===== src/hw/eas_pkg.sv =====
// constants for the event/action sequencer
`default_nettype none
package eas_pkg;
  localparam int unsigned PAIRS_MAX = 20;
  localparam int unsigned IDX_W = 5;
  localparam int unsigned CODE_W = 6;
  // event selector codes
  localparam logic [5:0] EV_FALSE = 6'h00;
  localparam logic [5:0] EV_TRUE = 6'h01;
  localparam logic [5:0] EV_ON_REF = 6'h04;
  localparam logic [5:0] EV_TIMEOUT0 = 6'h1e;
  // action selector codes
  localparam logic [5:0] AC_NONE = 6'h01;
  localparam logic [5:0] AC_PRESET0 = 6'h0a;
  localparam logic [5:0] AC_PRESET1 = 6'h0b;
  localparam logic [5:0] AC_TIMER0_START = 6'h1d;
  // command input function codes
  localparam logic [3:0] IN1_START = 4'h8;
  localparam logic [3:0] IN1_LATCHED = 4'h9;
  localparam logic [3:0] IN2_NOOP = 4'h0;
  localparam logic [3:0] IN2_STOP_INV = 4'h6;
  localparam logic [3:0] IN2_COAST_INV = 4'h2;
  // timing
  localparam int unsigned CLOCK_HZ = 200000000;
  localparam int unsigned SCAN_NS = 1000;
  localparam int unsigned SCAN_CYC = SCAN_NS / 5;
  localparam int unsigned TIMER_UNIT_MS = 1;
  localparam int unsigned TIMER_DEF_MS = 2000;
  localparam int unsigned SCAN_W = 16;
endpackage
`default_nettype wire


===== src/hw/eas_top.sv =====
// event/action sequencer with start/stop command input selection
// ----------------------------------------------------------------
// Operation
// ----------------------------------------------------------------
// Operation
// - the program is a list of numbered pairs joining one event code to one action code.
// - when the current pair's event is true its action runs and the next pair is tested.
// - one event is tested per scan tick and a false one does nothing that tick.
// - after start only pair one is tested until it is found true.
// - the sequence length is programmable from zero to twenty pairs.
// - after the last pair's action the sequence restarts at pair one.
// - event codes are always true 1, on reference 4, timer zero out 30, always false 0.
// - action codes are preset zero 10, preset one 11, start timer zero 29, none 1.
// - timer zero is armed by its action and reports timeout after its programmed time.
// - the sequence runs only while the sequencer mode input is on.
// - a stop level on the command input ramps the motor down and then lets it coast.
// - command input one accepts start 8 and latched start 9.
// - command input two accepts no operation 0, stop inverse 6 and coast inverse 2.
`default_nettype none
module eas_top #(
  parameter int unsigned PAIRS = eas_pkg::PAIRS_MAX,
  parameter int unsigned SCAN_CYC = eas_pkg::SCAN_CYC,
  parameter int unsigned MS_CYC = eas_pkg::CLOCK_HZ / 1000,
  parameter logic [15:0] TIMER_DEF_MS = 16'(eas_pkg::TIMER_DEF_MS)
) (
  // clock and reset
  input wire logic clock,
  input wire logic rst_b,
  // program port
  input wire logic [4:0] prog_addr,
  input wire logic [5:0] prog_event,
  input wire logic [5:0] prog_action,
  input wire logic prog_we,
  // settings
  input wire logic mode_on,
  input wire logic [4:0] seq_len,
  input wire logic [15:0] timer0_ms,
  input wire logic [3:0] in1_func,
  input wire logic [3:0] in2_func,
  // command inputs and drive status
  input wire logic cmd_in1,
  input wire logic cmd_in2,
  input wire logic at_reference,
  // drive controls and sequencer status
  output logic run_req,
  output logic ramp_down,
  output logic coast,
  output logic preset_sel,
  output logic [4:0] cur_pair,
  output logic timer0_expired,
  output logic scan_tick
);
  // ----------------------------------------------------------------
  // reset release
  // ----------------------------------------------------------------
  logic [1:0] rst_sync_reg;
  logic rst_n;
  always_ff @(posedge clock or negedge rst_b) begin
    if (!rst_b) begin
      rst_sync_reg <= 2'h0;
    end else begin
      rst_sync_reg <= {rst_sync_reg[0], 1'b1};
    end
  end
  assign rst_n = rst_sync_reg[1];

  // ----------------------------------------------------------------
  // program memory
  // ----------------------------------------------------------------
  logic [5:0] ev_mem [PAIRS];
  logic [5:0] ac_mem [PAIRS];
  always_ff @(posedge clock) begin
    if (prog_we && (32'(prog_addr) < PAIRS)) begin
      ev_mem[prog_addr] <= prog_event;
      ac_mem[prog_addr] <= prog_action;
    end
  end

  // ----------------------------------------------------------------
  // scan tick
  // ----------------------------------------------------------------
  logic [15:0] scan_cnt_reg, scan_cnt_next;
  logic tick_reg, tick_next;
  always_comb begin
    tick_next = 1'b0;
    scan_cnt_next = scan_cnt_reg + 16'h0001;
    if (32'(scan_cnt_reg) >= SCAN_CYC - 1) begin
      scan_cnt_next = 16'h0000;
      tick_next = 1'b1;
    end
  end
  always_ff @(posedge clock or negedge rst_n) begin
    if (!rst_n) begin
      scan_cnt_reg <= 16'h0000;
      tick_reg <= 1'b0;
    end else begin
      scan_cnt_reg <= scan_cnt_next;
      tick_reg <= tick_next;
    end
  end
  assign scan_tick = tick_reg;

  // ----------------------------------------------------------------
  // command inputs
  // ----------------------------------------------------------------
  logic latch_reg, latch_next;
  logic stop_lvl, coast_lvl, start_lvl;
  always_comb begin
    stop_lvl = (in2_func == eas_pkg::IN2_STOP_INV) && !cmd_in2;
    coast_lvl = (in2_func == eas_pkg::IN2_COAST_INV) && !cmd_in2;
    latch_next = latch_reg;
    if (in1_func != eas_pkg::IN1_LATCHED || stop_lvl || coast_lvl) begin
      latch_next = 1'b0;
    end else if (cmd_in1) begin
      latch_next = 1'b1;
    end
    if (in1_func == eas_pkg::IN1_LATCHED) begin
      start_lvl = latch_reg;
    end else if (in1_func == eas_pkg::IN1_START) begin
      start_lvl = cmd_in1;
    end else begin
      start_lvl = 1'b0;
    end
  end
  always_ff @(posedge clock or negedge rst_n) begin
    if (!rst_n) begin
      latch_reg <= 1'b0;
    end else begin
      latch_reg <= latch_next;
    end
  end

  // ----------------------------------------------------------------
  // sequencer
  // ----------------------------------------------------------------
  typedef enum logic [1:0] {
    EAS_IDLE = 2'h0,
    EAS_RUN = 2'h1,
    EAS_RAMP = 2'h3,
    EAS_FREE = 2'h2
  } eas_state_type;
  eas_state_type st_reg, st_next;
  logic [4:0] idx_reg, idx_next;
  logic preset_reg, preset_next;
  logic [47:0] tcnt_reg, tcnt_next;
  logic tact_reg, tact_next;
  logic tdone_reg, tdone_next;
  logic ev_true;
  logic [5:0] cur_ev, cur_ac;
  logic [47:0] tgoal; // long ms settings times cycles per ms overflow 32 bits

  assign tgoal = 48'(timer0_ms) * 48'(MS_CYC);
  assign cur_ev = ev_mem[idx_reg];
  assign cur_ac = ac_mem[idx_reg];

  always_comb begin
    if (cur_ev == eas_pkg::EV_TRUE) begin
      ev_true = 1'b1;
    end else if (cur_ev == eas_pkg::EV_ON_REF) begin
      ev_true = at_reference;
    end else if (cur_ev == eas_pkg::EV_TIMEOUT0) begin
      ev_true = tdone_reg;
    end else begin
      ev_true = 1'b0; // false never advances
    end
  end

  always_comb begin
    st_next = st_reg;
    idx_next = idx_reg;
    preset_next = preset_reg;
    tact_next = tact_reg;
    tdone_next = tdone_reg;
    tcnt_next = tcnt_reg;
    if (tact_reg) begin
      if (tcnt_reg + 48'h1 >= tgoal) begin
        tact_next = 1'b0;
        tdone_next = 1'b1;
      end else begin
        tcnt_next = tcnt_reg + 48'h1;
      end
    end
    case (st_reg)
      EAS_IDLE: begin
        idx_next = 5'h00;
        if (mode_on && start_lvl) begin
          st_next = EAS_RUN;
        end
      end
      EAS_RUN: begin
        if (!mode_on) begin
          st_next = EAS_IDLE;
        end else if (stop_lvl || !start_lvl) begin
          st_next = EAS_RAMP;
        end else if (tick_reg && seq_len != 5'h00 && ev_true) begin
          if (cur_ac == eas_pkg::AC_PRESET0) begin
            preset_next = 1'b0;
          end else if (cur_ac == eas_pkg::AC_PRESET1) begin
            preset_next = 1'b1;
          end else if (cur_ac == eas_pkg::AC_TIMER0_START) begin
            tact_next = 1'b1;
            tdone_next = 1'b0;
            tcnt_next = 48'h0;
          end
          if (cur_ev == eas_pkg::EV_TIMEOUT0) begin
            tdone_next = 1'b0;
          end
          if (32'(idx_reg) + 1 >= 32'(seq_len) || 32'(idx_reg) + 1 >= PAIRS) begin
            idx_next = 5'h00;
          end else begin
            idx_next = idx_reg + 5'h01;
          end
        end
      end
      EAS_RAMP: begin
        if (!at_reference || preset_reg) begin
          st_next = EAS_FREE;
        end
      end
      default: begin
        if (!stop_lvl && !start_lvl) begin
          st_next = EAS_IDLE;
        end
      end
    endcase
  end

  always_ff @(posedge clock or negedge rst_n) begin
    if (!rst_n) begin
      st_reg <= EAS_IDLE;
      idx_reg <= 5'h00;
      preset_reg <= 1'b0;
      tcnt_reg <= 48'h0;
      tact_reg <= 1'b0;
      tdone_reg <= 1'b0;
    end else begin
      st_reg <= st_next;
      idx_reg <= idx_next;
      preset_reg <= preset_next;
      tcnt_reg <= tcnt_next;
      tact_reg <= tact_next;
      tdone_reg <= tdone_next;
    end
  end

  assign run_req = (st_reg == EAS_RUN);
  assign ramp_down = (st_reg == EAS_RAMP);
  assign coast = (st_reg == EAS_FREE) || coast_lvl;
  assign preset_sel = preset_reg;
  assign cur_pair = idx_reg;
  assign timer0_expired = tdone_reg;
endmodule
`default_nettype wire


===== config.mk =====
export PLATFORM = sky130hd
export DESIGN_NAME = eas_top
export DESIGN_NICKNAME = d
export VERILOG_FILES = /design/src/hw/eas_pkg.sv /design/src/hw/eas_top.sv
export SDC_FILE = /design/constraint.sdc
export NUM_CORES = 1
export LEC_CHECK = 0
export ABC_CLOCK_PERIOD_IN_PS = 2600
export BUFFER_PORTS_ARGS = -buffer_cell sky130_fd_sc_hd__buf_2
export CORE_ASPECT_RATIO = 1.4
export CORE_MARGIN = 2
export CORE_UTILIZATION = 55
export CTS_CLUSTER_SIZE = 16
export DETAILED_ROUTE_END_ITERATION = 8
export GPL_TIMING_DRIVEN = 0
export PLACE_DENSITY = 0.73
export SLEW_MARGIN = 30
export SYNTH_ARGS = -nofsm -noshare
export SYNTH_HDL_FRONTEND = slang
export SYNTH_SLANG_ARGS = --single-unit

===== constraint.sdc =====
create_clock -name clock -period 2.6 [get_ports clock]
set_clock_uncertainty 0.1 [all_clocks]
set_input_delay 0 -clock clock [delete_from_list [all_inputs] [get_ports clock]]
set_output_delay 0 -clock clock [all_outputs]
set_load 0.02 [all_outputs]

# [Yosys cells after proc, flatten, opt, wreduce, memory -nomap -nowiden]
# Memories as Yosys holds them, arrays and structs flattened.
# Index checks and enable logic that the tools add are counted.
[totals] ram_bits=240 out_inout_bits=11 memories=2 word_cells=121 register_bits=78
[memory_table] name="ac_mem" words=20 width=6 rd=1 rd_ports_with_merged_regs=0 write_ports=1 line_no="eas_top.sv:71" text="logic [5:0] ac_mem [PAIRS];"
[memory_table] name="ev_mem" words=20 width=6 rd=1 rd_ports_with_merged_regs=0 write_ports=1 line_no="eas_top.sv:70" text="logic [5:0] ev_mem [PAIRS];"
[op_classes] bitwise_logic=1 reduce_logical=26 multipliers=1 magnitude_cmp=5 muxes=52 n_addsub=4 n_eq_ne=20
[op_table] op="two-way mux 48 bit" count=9
[op_table] op="adder 48 x 1 -> 48 bit (second input constant)" count=1
[op_table] op=">= comparator 48 x 34 -> 1 bit" count=1
[op_table] op=">= comparator 32 x 5 -> 1 bit" count=1
[op_table] op="two-way mux 1 bit" count=31
[op_table] op="multiplier 16 x 12 -> 28 bit (second input constant)" count=1
[op_table] op="two-way mux 5 bit" count=4
[op_table] op="adder 16 x 1 -> 16 bit (second input constant)" count=1
[op_table] op=">= comparator 16 x 8 -> 1 bit (second input constant)" count=1
[op_table] op="two-way mux 16 bit" count=1
[op_table] op="equality test 6 x 4 -> 1 bit (second input constant)" count=2
[op_table] op="equality test 6 x 5 -> 1 bit (second input constant)" count=2
[op_table] op="two-way mux 2 bit" count=5
[op_table] op="one-hot mux 5 bit (2 select lines)" count=1
[op_table] op="equality test 4 bit (second input constant)" count=2
[op_table] op="AND reduction 4 bit" count=2
[op_table] op="logical AND 1 bit" count=7
[op_table] op="adder 5 x 1 -> 6 bit (second input constant)" count=1
[op_table] op="equality test 6 x 1 -> 1 bit (second input constant)" count=1
[op_table] op="equality test 6 x 3 -> 1 bit (second input constant)" count=1
[op_table] op=">= comparator 6 x 5 -> 1 bit (second input constant)" count=1
[op_table] op="logical OR 1 bit" count=6
[op_table] op="inequality test 2 bit (second input constant)" count=3
[op_table] op="one-hot mux 2 bit (3 select lines)" count=1
[op_table] op="16 further kinds" count=23

# [Longest topological paths before layout]
# Gate-level depths: netlist of the first run.
[logic_depth] depth_word=12 ltp_mapped=28

# [Worst setup path before layout of the first run]
# OpenSTA, ideal clock, no wires.
[synth_timing] path_kind="input port to flip-flop" from="input timer0_ms[12]" to="register tcnt_reg[27]" arrival_time_ns=6.276 path_stages=28 slack_ns=-3.849 n_path_buf=2 setup_time_ns=0.073 required_time_ns=2.427 path_cell_list="ha_1 > ha_1 > inv_1 > fa_1 > inv_1 > fa_1 > inv_1 > fa_1 > inv_1 > ha_1 > and2_1 > a31oi_1 > a21boi_0 > a211oi_1 > or4b_2 > nand2_1 > xnor2_1 > ha_1 > nand4_1 > or4_1 > nor4_1 > nand3_1 > a41o_1 > nand4_1 > buf_2 > clkbuf_1 > o21ai_0 > a21oi_2"
[synth_via] elab_chain_len=11
[synth_rtl] element="start, declared" line_no="eas_top.sv:37" text="input wire logic [15:0] timer0_ms,"
[synth_rtl] element="multiplier 16 x 12 -> 28 bit *" line_no="eas_top.sv:152" text="assign tgoal = 48'(timer0_ms) * 48'(MS_CYC);"
[synth_rtl] element=">= comparator 48 x 34 -> 1 bit *" line_no="eas_top.sv:176" text="if (tcnt_reg + 48'h1 >= tgoal) begin"
[synth_rtl] element="two-way mux 48 bit *" line_no="eas_top.sv:176"
[synth_rtl] element="two-way mux 48 bit *" line_no="eas_top.sv:175" text="if (tact_reg) begin"
[synth_rtl] element="two-way mux 48 bit" line_no="eas_top.sv:200" text="end else if (cur_ac == eas_pkg::AC_TIMER0_START) begin"
[synth_rtl] element="two-way mux 48 bit" line_no="eas_top.sv:198" text="end else if (cur_ac == eas_pkg::AC_PRESET1) begin"
[synth_rtl] element="two-way mux 48 bit" line_no="eas_top.sv:196" text="if (cur_ac == eas_pkg::AC_PRESET0) begin"
[synth_rtl] element="two-way mux 48 bit" line_no="eas_top.sv:195" text="end else if (tick_reg && seq_len != 5'h00 && ev_true) begin"
[synth_rtl] element="two-way mux 48 bit" line_no="eas_top.sv:193" text="end else if (stop_lvl || !start_lvl) begin"
[synth_rtl] element="two-way mux 48 bit" line_no="eas_top.sv:191" text="if (!mode_on) begin"
[synth_rtl] element="two-way mux 48 bit *" line_no="eas_top.sv:183" text="case (st_reg)"
[synth_rtl] element="named net tcnt_next[27]" line_no="eas_top.sv:145" text="logic [47:0] tcnt_reg, tcnt_next;"
[synth_rtl] element="end signal, assigned" line_no="eas_top.sv:240" text="tcnt_reg <= tcnt_next;"
[synth_rtl] element="end, declared" line_no="eas_top.sv:145"
# Mark *: on every way through the listed nets, which the timed path passes. The rest lies on a longest branch.
# A chain may end at the register's enable or synchronous reset.

# [Worst setup path after layout of the first run]
[layout_timing] from="input timer0_ms[11]" to="register tcnt_reg[22]"
# Same word-level chain as after synthesis.

==> impl_metrics.py, run 1 <==
metrics = {
    "timing": {
        "report.final.slew_viol_count": 0,
        "setup_slack_ns": -3.27,
        "grt_setup_unrepaired": "true",
        "layout_min_cycle_time_ns": 5.87,
        "fmax_mhz": 170,
        "setup_viol": 56,
        "maxSlewHeadroom_pct": 37.0,
        "worst_pin_slew_ns": 0.943,
        "final_hold_viol_count": 0,
        "finalCritPeriodShare_pct": 226,
    },
    "clocking": {
        "cts_tree": "done",
        "cts_made_buffers": 29,
        "clkTransAtPathRegs_ns": 0.07,
        "h-tree-depth": 1,
        "clk_latency_ns": 0.58,
        "clockRootBuffer": "clkbuf_16",
        "clockBufferDepth": 3,
        "clkSinkCount": 318,
    },
    "floorplan": {
        "rows": 79,
        "design.core.area_um2": 33000,
        "fp.dieW_um": 158,
        "start_util_pct": 55.5,
        "die-area_um2": 34800,
        "die_y_um": 220,
        "ios": 64,
    },
    "logic_synthesis": {
        "yosysWarningCount": 0,
        "synth_area_um2": 18300,
        "ys_types": 87,
        "synth_cells": 1465,
        "synth_area_per_cell_um2": 12.5,
        "yosysSeqAreaShare_pct": 50.0,
        "synthArstFlopShare_pct": 24.5,
        "synth-edff-count": 240,
        "synth-main-ff-cell": "edfxtp_1",
        "ys_ff_latch": 318,
    },
    "min_path": {
        "holdCritStartpoint": "prog_addr[1]",
        "hold_path.class": "in -> reg",
    },
    "cells_and_area": {
        "final_nets": 1893,
        "n_antenna_cell": 0,
        "drive_gt1_share_pct": 27.7,
        "area_growth_pct": 22.2,
        "stdcell_count": 2123,
        "fillers": 2373,
        "utilization_pct": 67.8,
        "final_area_um2": 22400,
    },
    "critical_path": {
        "rrSetupSlack_ns": -2.65,
        "endpoint_kind": "flop",
        "start_kind": "input pin",
        "arrival_ns": 6.28,
        "cp.required_ns": 3.00,
        "critPathLaunch": "timer0_ms[11]",
        "worst-setup-path-type": "in -> reg",
        "crit_fanout": 10,
        "reg2reg_from": "tcnt_reg[0]$_DFF_PN0_",
    },
    "power": {
        "p_leak_nw": 8.69,
        "power_w": 0.0153,
        "p_per_area_nw_per_um2": 683,
        "max-vdd-ir-drop_mv": 0.698,
    },
    "outcome": {
        "status": "finished with violations",
        "violations": "negative setup slack",
    },
    "placed_design": {
        "place_inst": 1987,
        "port_buffers": 63,
        "pre_cts_slack_ns": -4.43,
        "gp_congestion": 0.898,
        "hpwlAfterDp_um": 31500,
        "placed_area_um2": 19700,
    },
    "route": {
        "first_iter_violations": 848,
        "post-route-drc-count": 0,
        "vias_per_cell": 5.94,
        "wl_per_cell_um": 21.4,
        "wl_um": 45500,
        "vias": 12600,
        "dr.pass1.iters": 5,
        "ant_nets": 0,
    },
    "global_route": {
        "grt_pass1_wl_um": 70000,
        "grt_max_degree": 48,
        "gr-total-overflow": 0,
        "antenna_found_initial": 0,
        "grt_pass1_vias": 13100,
        "grt.total_usage_pct": 26.6,
    },
    "flow_run": {
        "drv_cap": 0,
    },
}
## through the flow
| stage | hold WS, ns | setup TNS, ns |
|---|---|---|
| 2_1_floorplan | -0.396 | -150.79 |
| 3_3_place_gp | -0.314 | -275.38 |
| 3_5_place_dp | -0.313 | -216.85 |
| 4_1_cts | 0.0103 | -158.46 |
| 5_1_grt | 0.0689 | -171.13 |
| 6_report | 0.0360 | -160.50 |
## cells in the mapped netlist (5+ instances only)
library cell,number,share of area (%)
and2_1,15,0.51
xor2_1,23,1.1
a21oi_1,37,1.0
o211ai_1,7,0.29
or4_1,5,0.20
nand2b_1,20,0.68
clkbuf_1,17,0.35
nand2_1,53,1.1
nor2_1,74,1.5
buf_6,8,0.49
fa_1,40,4.4
or3_1,38,1.3
or2_2,5,0.17
mux2i_1,35,1.9
xnor2_1,44,2.1
buf_2,12,0.33
a21oi_2,28,1.3
ha_1,144,9.8
and4_1,8,0.38
mux2_2,5,0.31
a31oi_1,10,0.34
nor2b_1,13,0.44
o21ai_0,64,1.7
and3_1,29,0.99
nand4_1,31,1.1
inv_1,136,2.8
nor4_1,10,0.34
nor3b_1,5,0.20
a21o_1,11,0.45
buf_4,5,0.20
o22ai_1,5,0.17
nor3_1,10,0.27
a22oi_1,10,0.41
a211oi_1,9,0.37
nand3_1,43,1.2
mux4_2,37,4.5
edfxtp_1,240,39
nand3b_1,5,0.20
dfrtp_1,78,11
## timing repair
item                                   in CTS  in global routing
resized for setup                         112                 87
buffers inserted                           26                 22
cloned                                      1                  1
endpoints found under the hold margin     278                  0
hold buffers                               35                  0
pin swaps                                  32                 22
setup endpoints to repair                  56                 56
## cells by family after synthesis
kind of cell / after synthesis / share of synthesized area (%)
buf+inv: 184 / 4.53
fa+ha+maj: 184 / 14.2
simple gates: 388 / 11.8
xor+xnor: 67 / 3.20
flops: 318 / 50.0
compound gates: 242 / 9.31
other cells: 2 / 0.0410
mux: 80 / 6.95
## area by class of cell
type,instances,area (um^2),share of cell area (%)
Tap cell,445,557,2.49
Sequential cell,318,9170,41.0
Clock inverter,22,264,1.18
Inverter,137,520,2.33
Buffer,45,478,2.14
Clock buffer,31,733,3.28
Multi-Input combinational cell,970,9410,42.1
Timing Repair Buffer,155,1250,5.59
## report_power, final
part | leakage (nW) | total (W) | switching (W) | internal, W
registers | 3.21 | 0.00555 | 0.0000232 | 0.00552
logic | 5.00 | 0.00526 | 0.00274 | 0.00252
clock network | 0.478 | 0.00448 | 0.00193 | 0.00256
## per-layer routing
| metal | GRT usage [%] | wire (um) |
|---|---|---|
| met1 | 28.2 | 15800 |
| met2 | 52.0 | 25300 |
| met3 | 3.05 | 2120 |
| met4 | 11.8 | 2210 |
| met5 | 0 | 0 |
## worst max-delay path: stages
cell and delay, ns:
buf_2 0.14, ha_1 0.33, ha_2 0.35, ha_4 0.18, a31o_2 0.25, fa_1 0.50, inv_1 0.05, fa_1 0.49
inv_2 0.05, ha_4 0.30, and2_4 0.15, a31oi_2 0.10, a21boi_4 0.19, a211oi_2 0.07, or4b_4 0.58, nand2_4 0.11
xnor2_4 0.07, ha_4 0.28, nand4_1 0.18, or4_4 0.50, nor4_4 0.18, nand3_2 0.14, a41o_1 0.30, nand4_1 0.15
buf_6 0.21, clkbuf_16 0.18, o21ai_0 0.10, a21oi_2 0.13
## cell usage in the layout, fill, tap and decap left out, types with 29 or more instances in the layout
cell type      count
a21oi_1           29
a21oi_2           35
buf_2             58
buf_4             52
clkbuf_16         32
dfrtp_1           74
dlygate4sd3_1     35
edfxtp_1         240
fa_1              40
ha_1             108
ha_4              33
inv_1            122
mux2i_1           34
mux4_2            37
nand2_1           50
nand3_1           39
nand4_1           31
nor2_1            54
o21ai_0           30
or3_1             34
xnor2_1           43
## worst paths after layout
kind,endpoint,cells past startpoint
max,tcnt_reg[22]$_DFF_PN0_,28
min,ev_mem[16][5]$_DFFE_PP_,3
max reg2reg,tcnt_reg[22]$_DFF_PN0_,20
min reg2reg,tcnt_reg[20]$_DFF_PN0_,0
max in group asynchronous,cur_pair[1]$_DFFE_PN0P_,1
min in group asynchronous,tcnt_reg[20]$_DFF_PN0_,0
(Power assumes the default switching activity.)
==> run 2: changes to the inputs <==
--- a/config.mk
+++ b/config.mk
@@ -9,11 +9,11 @@
 export BUFFER_PORTS_ARGS = -buffer_cell sky130_fd_sc_hd__buf_2
 export CORE_ASPECT_RATIO = 1.4
 export CORE_MARGIN = 2
-export CORE_UTILIZATION = 55
+export CORE_UTILIZATION = 50
 export CTS_CLUSTER_SIZE = 16
 export DETAILED_ROUTE_END_ITERATION = 8
 export GPL_TIMING_DRIVEN = 0
-export PLACE_DENSITY = 0.73
+export PLACE_DENSITY = 0.67
 export SLEW_MARGIN = 30
 export SYNTH_ARGS = -nofsm -noshare
 export SYNTH_HDL_FRONTEND = slang
==> run 2 against run 1 <==
  * Clock-buffer cell count unchanged
  * First-iteration DRC count increased by 3.4%
  * Critical endpoint is now tcnt_reg[24]$_DFF_PN0_
  * Clock power increased by 3%
  * Sequential cell count unchanged
  * Core utilization decreased by 6.8 points
  * Cell count increased by 0.61%
  * The run still ends with negative setup slack left
  * Largest cell class unchanged
  * Via count decreased by 2.3%
  * Worst setup slack got worse by 0.032 ns
==> impl_metrics.py, run 2 (same netlist as run 1, synthesis figures left out) <==
metrics = {
    "power": {
        "p_leak_nw": 8.66,
        "power_w": 0.0151,
        "max-vdd-ir-drop_mv": 0.663,
        "p_per_area_nw_per_um2": 679,
    },
    "clocking": {
        "cts_tree": "done",
        "h-tree-depth": 1,
        "clockRootBuffer": "clkbuf_16",
        "clk_latency_ns": 0.57,
        "clkSinkCount": 318,
        "cts_made_buffers": 29,
        "clockBufferDepth": 3,
        "clkTransAtPathRegs_ns": 0.07,
    },
    "floorplan": {
        "fp.dieW_um": 166,
        "die_y_um": 230,
        "design.core.area_um2": 36500,
        "die-area_um2": 38200,
        "rows": 83,
        "ios": 64,
        "start_util_pct": 50.3,
    },
    "timing": {
        "hold_slack_ns": 0.0313,
        "setup_viol": 56,
        "grt_setup_unrepaired": "true",
        "tns_ns": -163.02,
        "final_hold_viol_count": 0,
        "fmax_mhz": 169,
        "finalCritPeriodShare_pct": 227,
        "maxSlewHeadroom_pct": 34.7,
        "layout_min_cycle_time_ns": 5.91,
        "setup_slack_ns": -3.31,
        "report.final.slew_viol_count": 0,
        "worst_pin_slew_ns": 0.978,
    },
    "cells_and_area": {
        "final_nets": 1884,
        "final_cell_mix": "240 x edfxtp_1, 126 x inv_1, 118 x ha_1",
        "stdcell_count": 2136,
        "n_antenna_cell": 0,
        "drive_gt1_share_pct": 27.1,
        "mostFrequentLayoutCell": "edfxtp_1",
        "fillers": 2822,
        "area_growth_pct": 21.4,
    },
    "route": {
        "wl_um": 44700,
        "dr.pass1.iters": 5,
        "vias": 12300,
        "post-route-drc-count": 0,
        "wl_per_cell_um": 20.9,
        "vias_per_cell": 5.76,
        "ant_nets": 0,
        "first_iter_violations": 877,
    },
    "critical_path": {
        "rrSetupSlack_ns": -2.72,
        "r2r_cells": 21,
        "start_kind": "input pin",
        "cpPeakStageDelay_ns": 0.58,
        "arrival_ns": 6.30,
        "critPathSlowestCell": "or4b_4",
        "crit_fanout": 5,
        "endpoint_kind": "flop",
        "worst-setup-path-type": "in -> reg",
        "cp.required_ns": 3.00,
    },
    "flow_run": {
        "drv_cap": 0,
    },
    "outcome": {
        "violations": "negative setup slack",
        "status": "finished with violations",
    },
    "min_path": {
        "hold_path_depth": 3,
        "hold_path.class": "in -> reg",
    },
    "global_route": {
        "antenna_found_initial": 0,
        "grt_pass1_vias": 13000,
        "grt_pass1_wl_um": 70000,
        "grt_max_degree": 49,
        "grt.total_usage_pct": 23.5,
        "gr-total-overflow": 0,
    },
    "placed_design": {
        "gp_congestion": 0.896,
        "pre_cts_slack_ns": -4.65,
        "port_buffers": 63,
        "hpwlAfterDp_um": 32100,
        "place_inst": 2010,
    },
}
==> run 2: final timing paths <==
kind,to,start
min in group asynchronous,tcnt_reg[33]$_DFF_PN0_,rst_sync_reg[1]$_DFF_PN0_
min reg2reg,tcnt_reg[33]$_DFF_PN0_,rst_sync_reg[1]$_DFF_PN0_
max in group asynchronous,cur_pair[1]$_DFFE_PN0P_,rst_sync_reg[1]$_DFF_PN0_
max reg2reg,tcnt_reg[24]$_DFF_PN0_,tcnt_reg[0]$_DFF_PN0_
min,ac_mem[1][0]$_DFFE_PP_,prog_addr[2]
max,tcnt_reg[24]$_DFF_PN0_,timer0_ms[5]
==> run 2: power breakdown <==
part           internal [W]  switching [W]  total (W)
combinational       0.00233        0.00259    0.00492
clock               0.00274        0.00189    0.00463
sequential          0.00552      0.0000228    0.00555
total                0.0106        0.00451     0.0151
==> run 2: cell type report <==
cell class | count | area [um^2] | share of cell area [%]
multi-input combinational | 970 | 9260 | 41.6
sequential | 318 | 9170 | 41.2
timing repair buffer | 144 | 1170 | 5.25
clock buffer | 31 | 733 | 3.30
tap | 467 | 584 | 2.63
inverter | 137 | 520 | 2.34
buffer | 47 | 510 | 2.29
clock inverter | 22 | 297 | 1.33
==> run 2: timing repair <==
action,in CTS,in global routing
resized for setup,108,83
setup endpoints to repair,56,57
pin swaps,20,31
gates cloned,4,2
hold endpoints to repair,277,0
hold buffers,32,0
buffers inserted,27,8
==> run 2: worst max-delay path: cells and delay by family <==
family                   cells  cell delay (ns)
adder cells (fa/ha/maj)      7             2.46
XOR/XNOR                     1             0.08
buffers and inverters        6             0.64
AO/OA/AOI/OAI                8             1.33
AND/OR/NAND/NOR              7             1.78
==> run 2: metal layers <==
metal,wire [um],vias up,track usage [%]
met5,0,-,0
met4,2110,0,10.4
met3,1740,102,2.85
met2,25100,307,46.5
met1,15800,6112,24.6
li1,-,5790,-
==> run 2: stage by stage <==
stage	cell area (um^2)	utilization, %
after global placement	19600	53.8
after CTS	21800	59.9
after global routing	22200	61.0
final	22200	61.0
after floorplan	18700	-
after detailed placement	19800	54.2
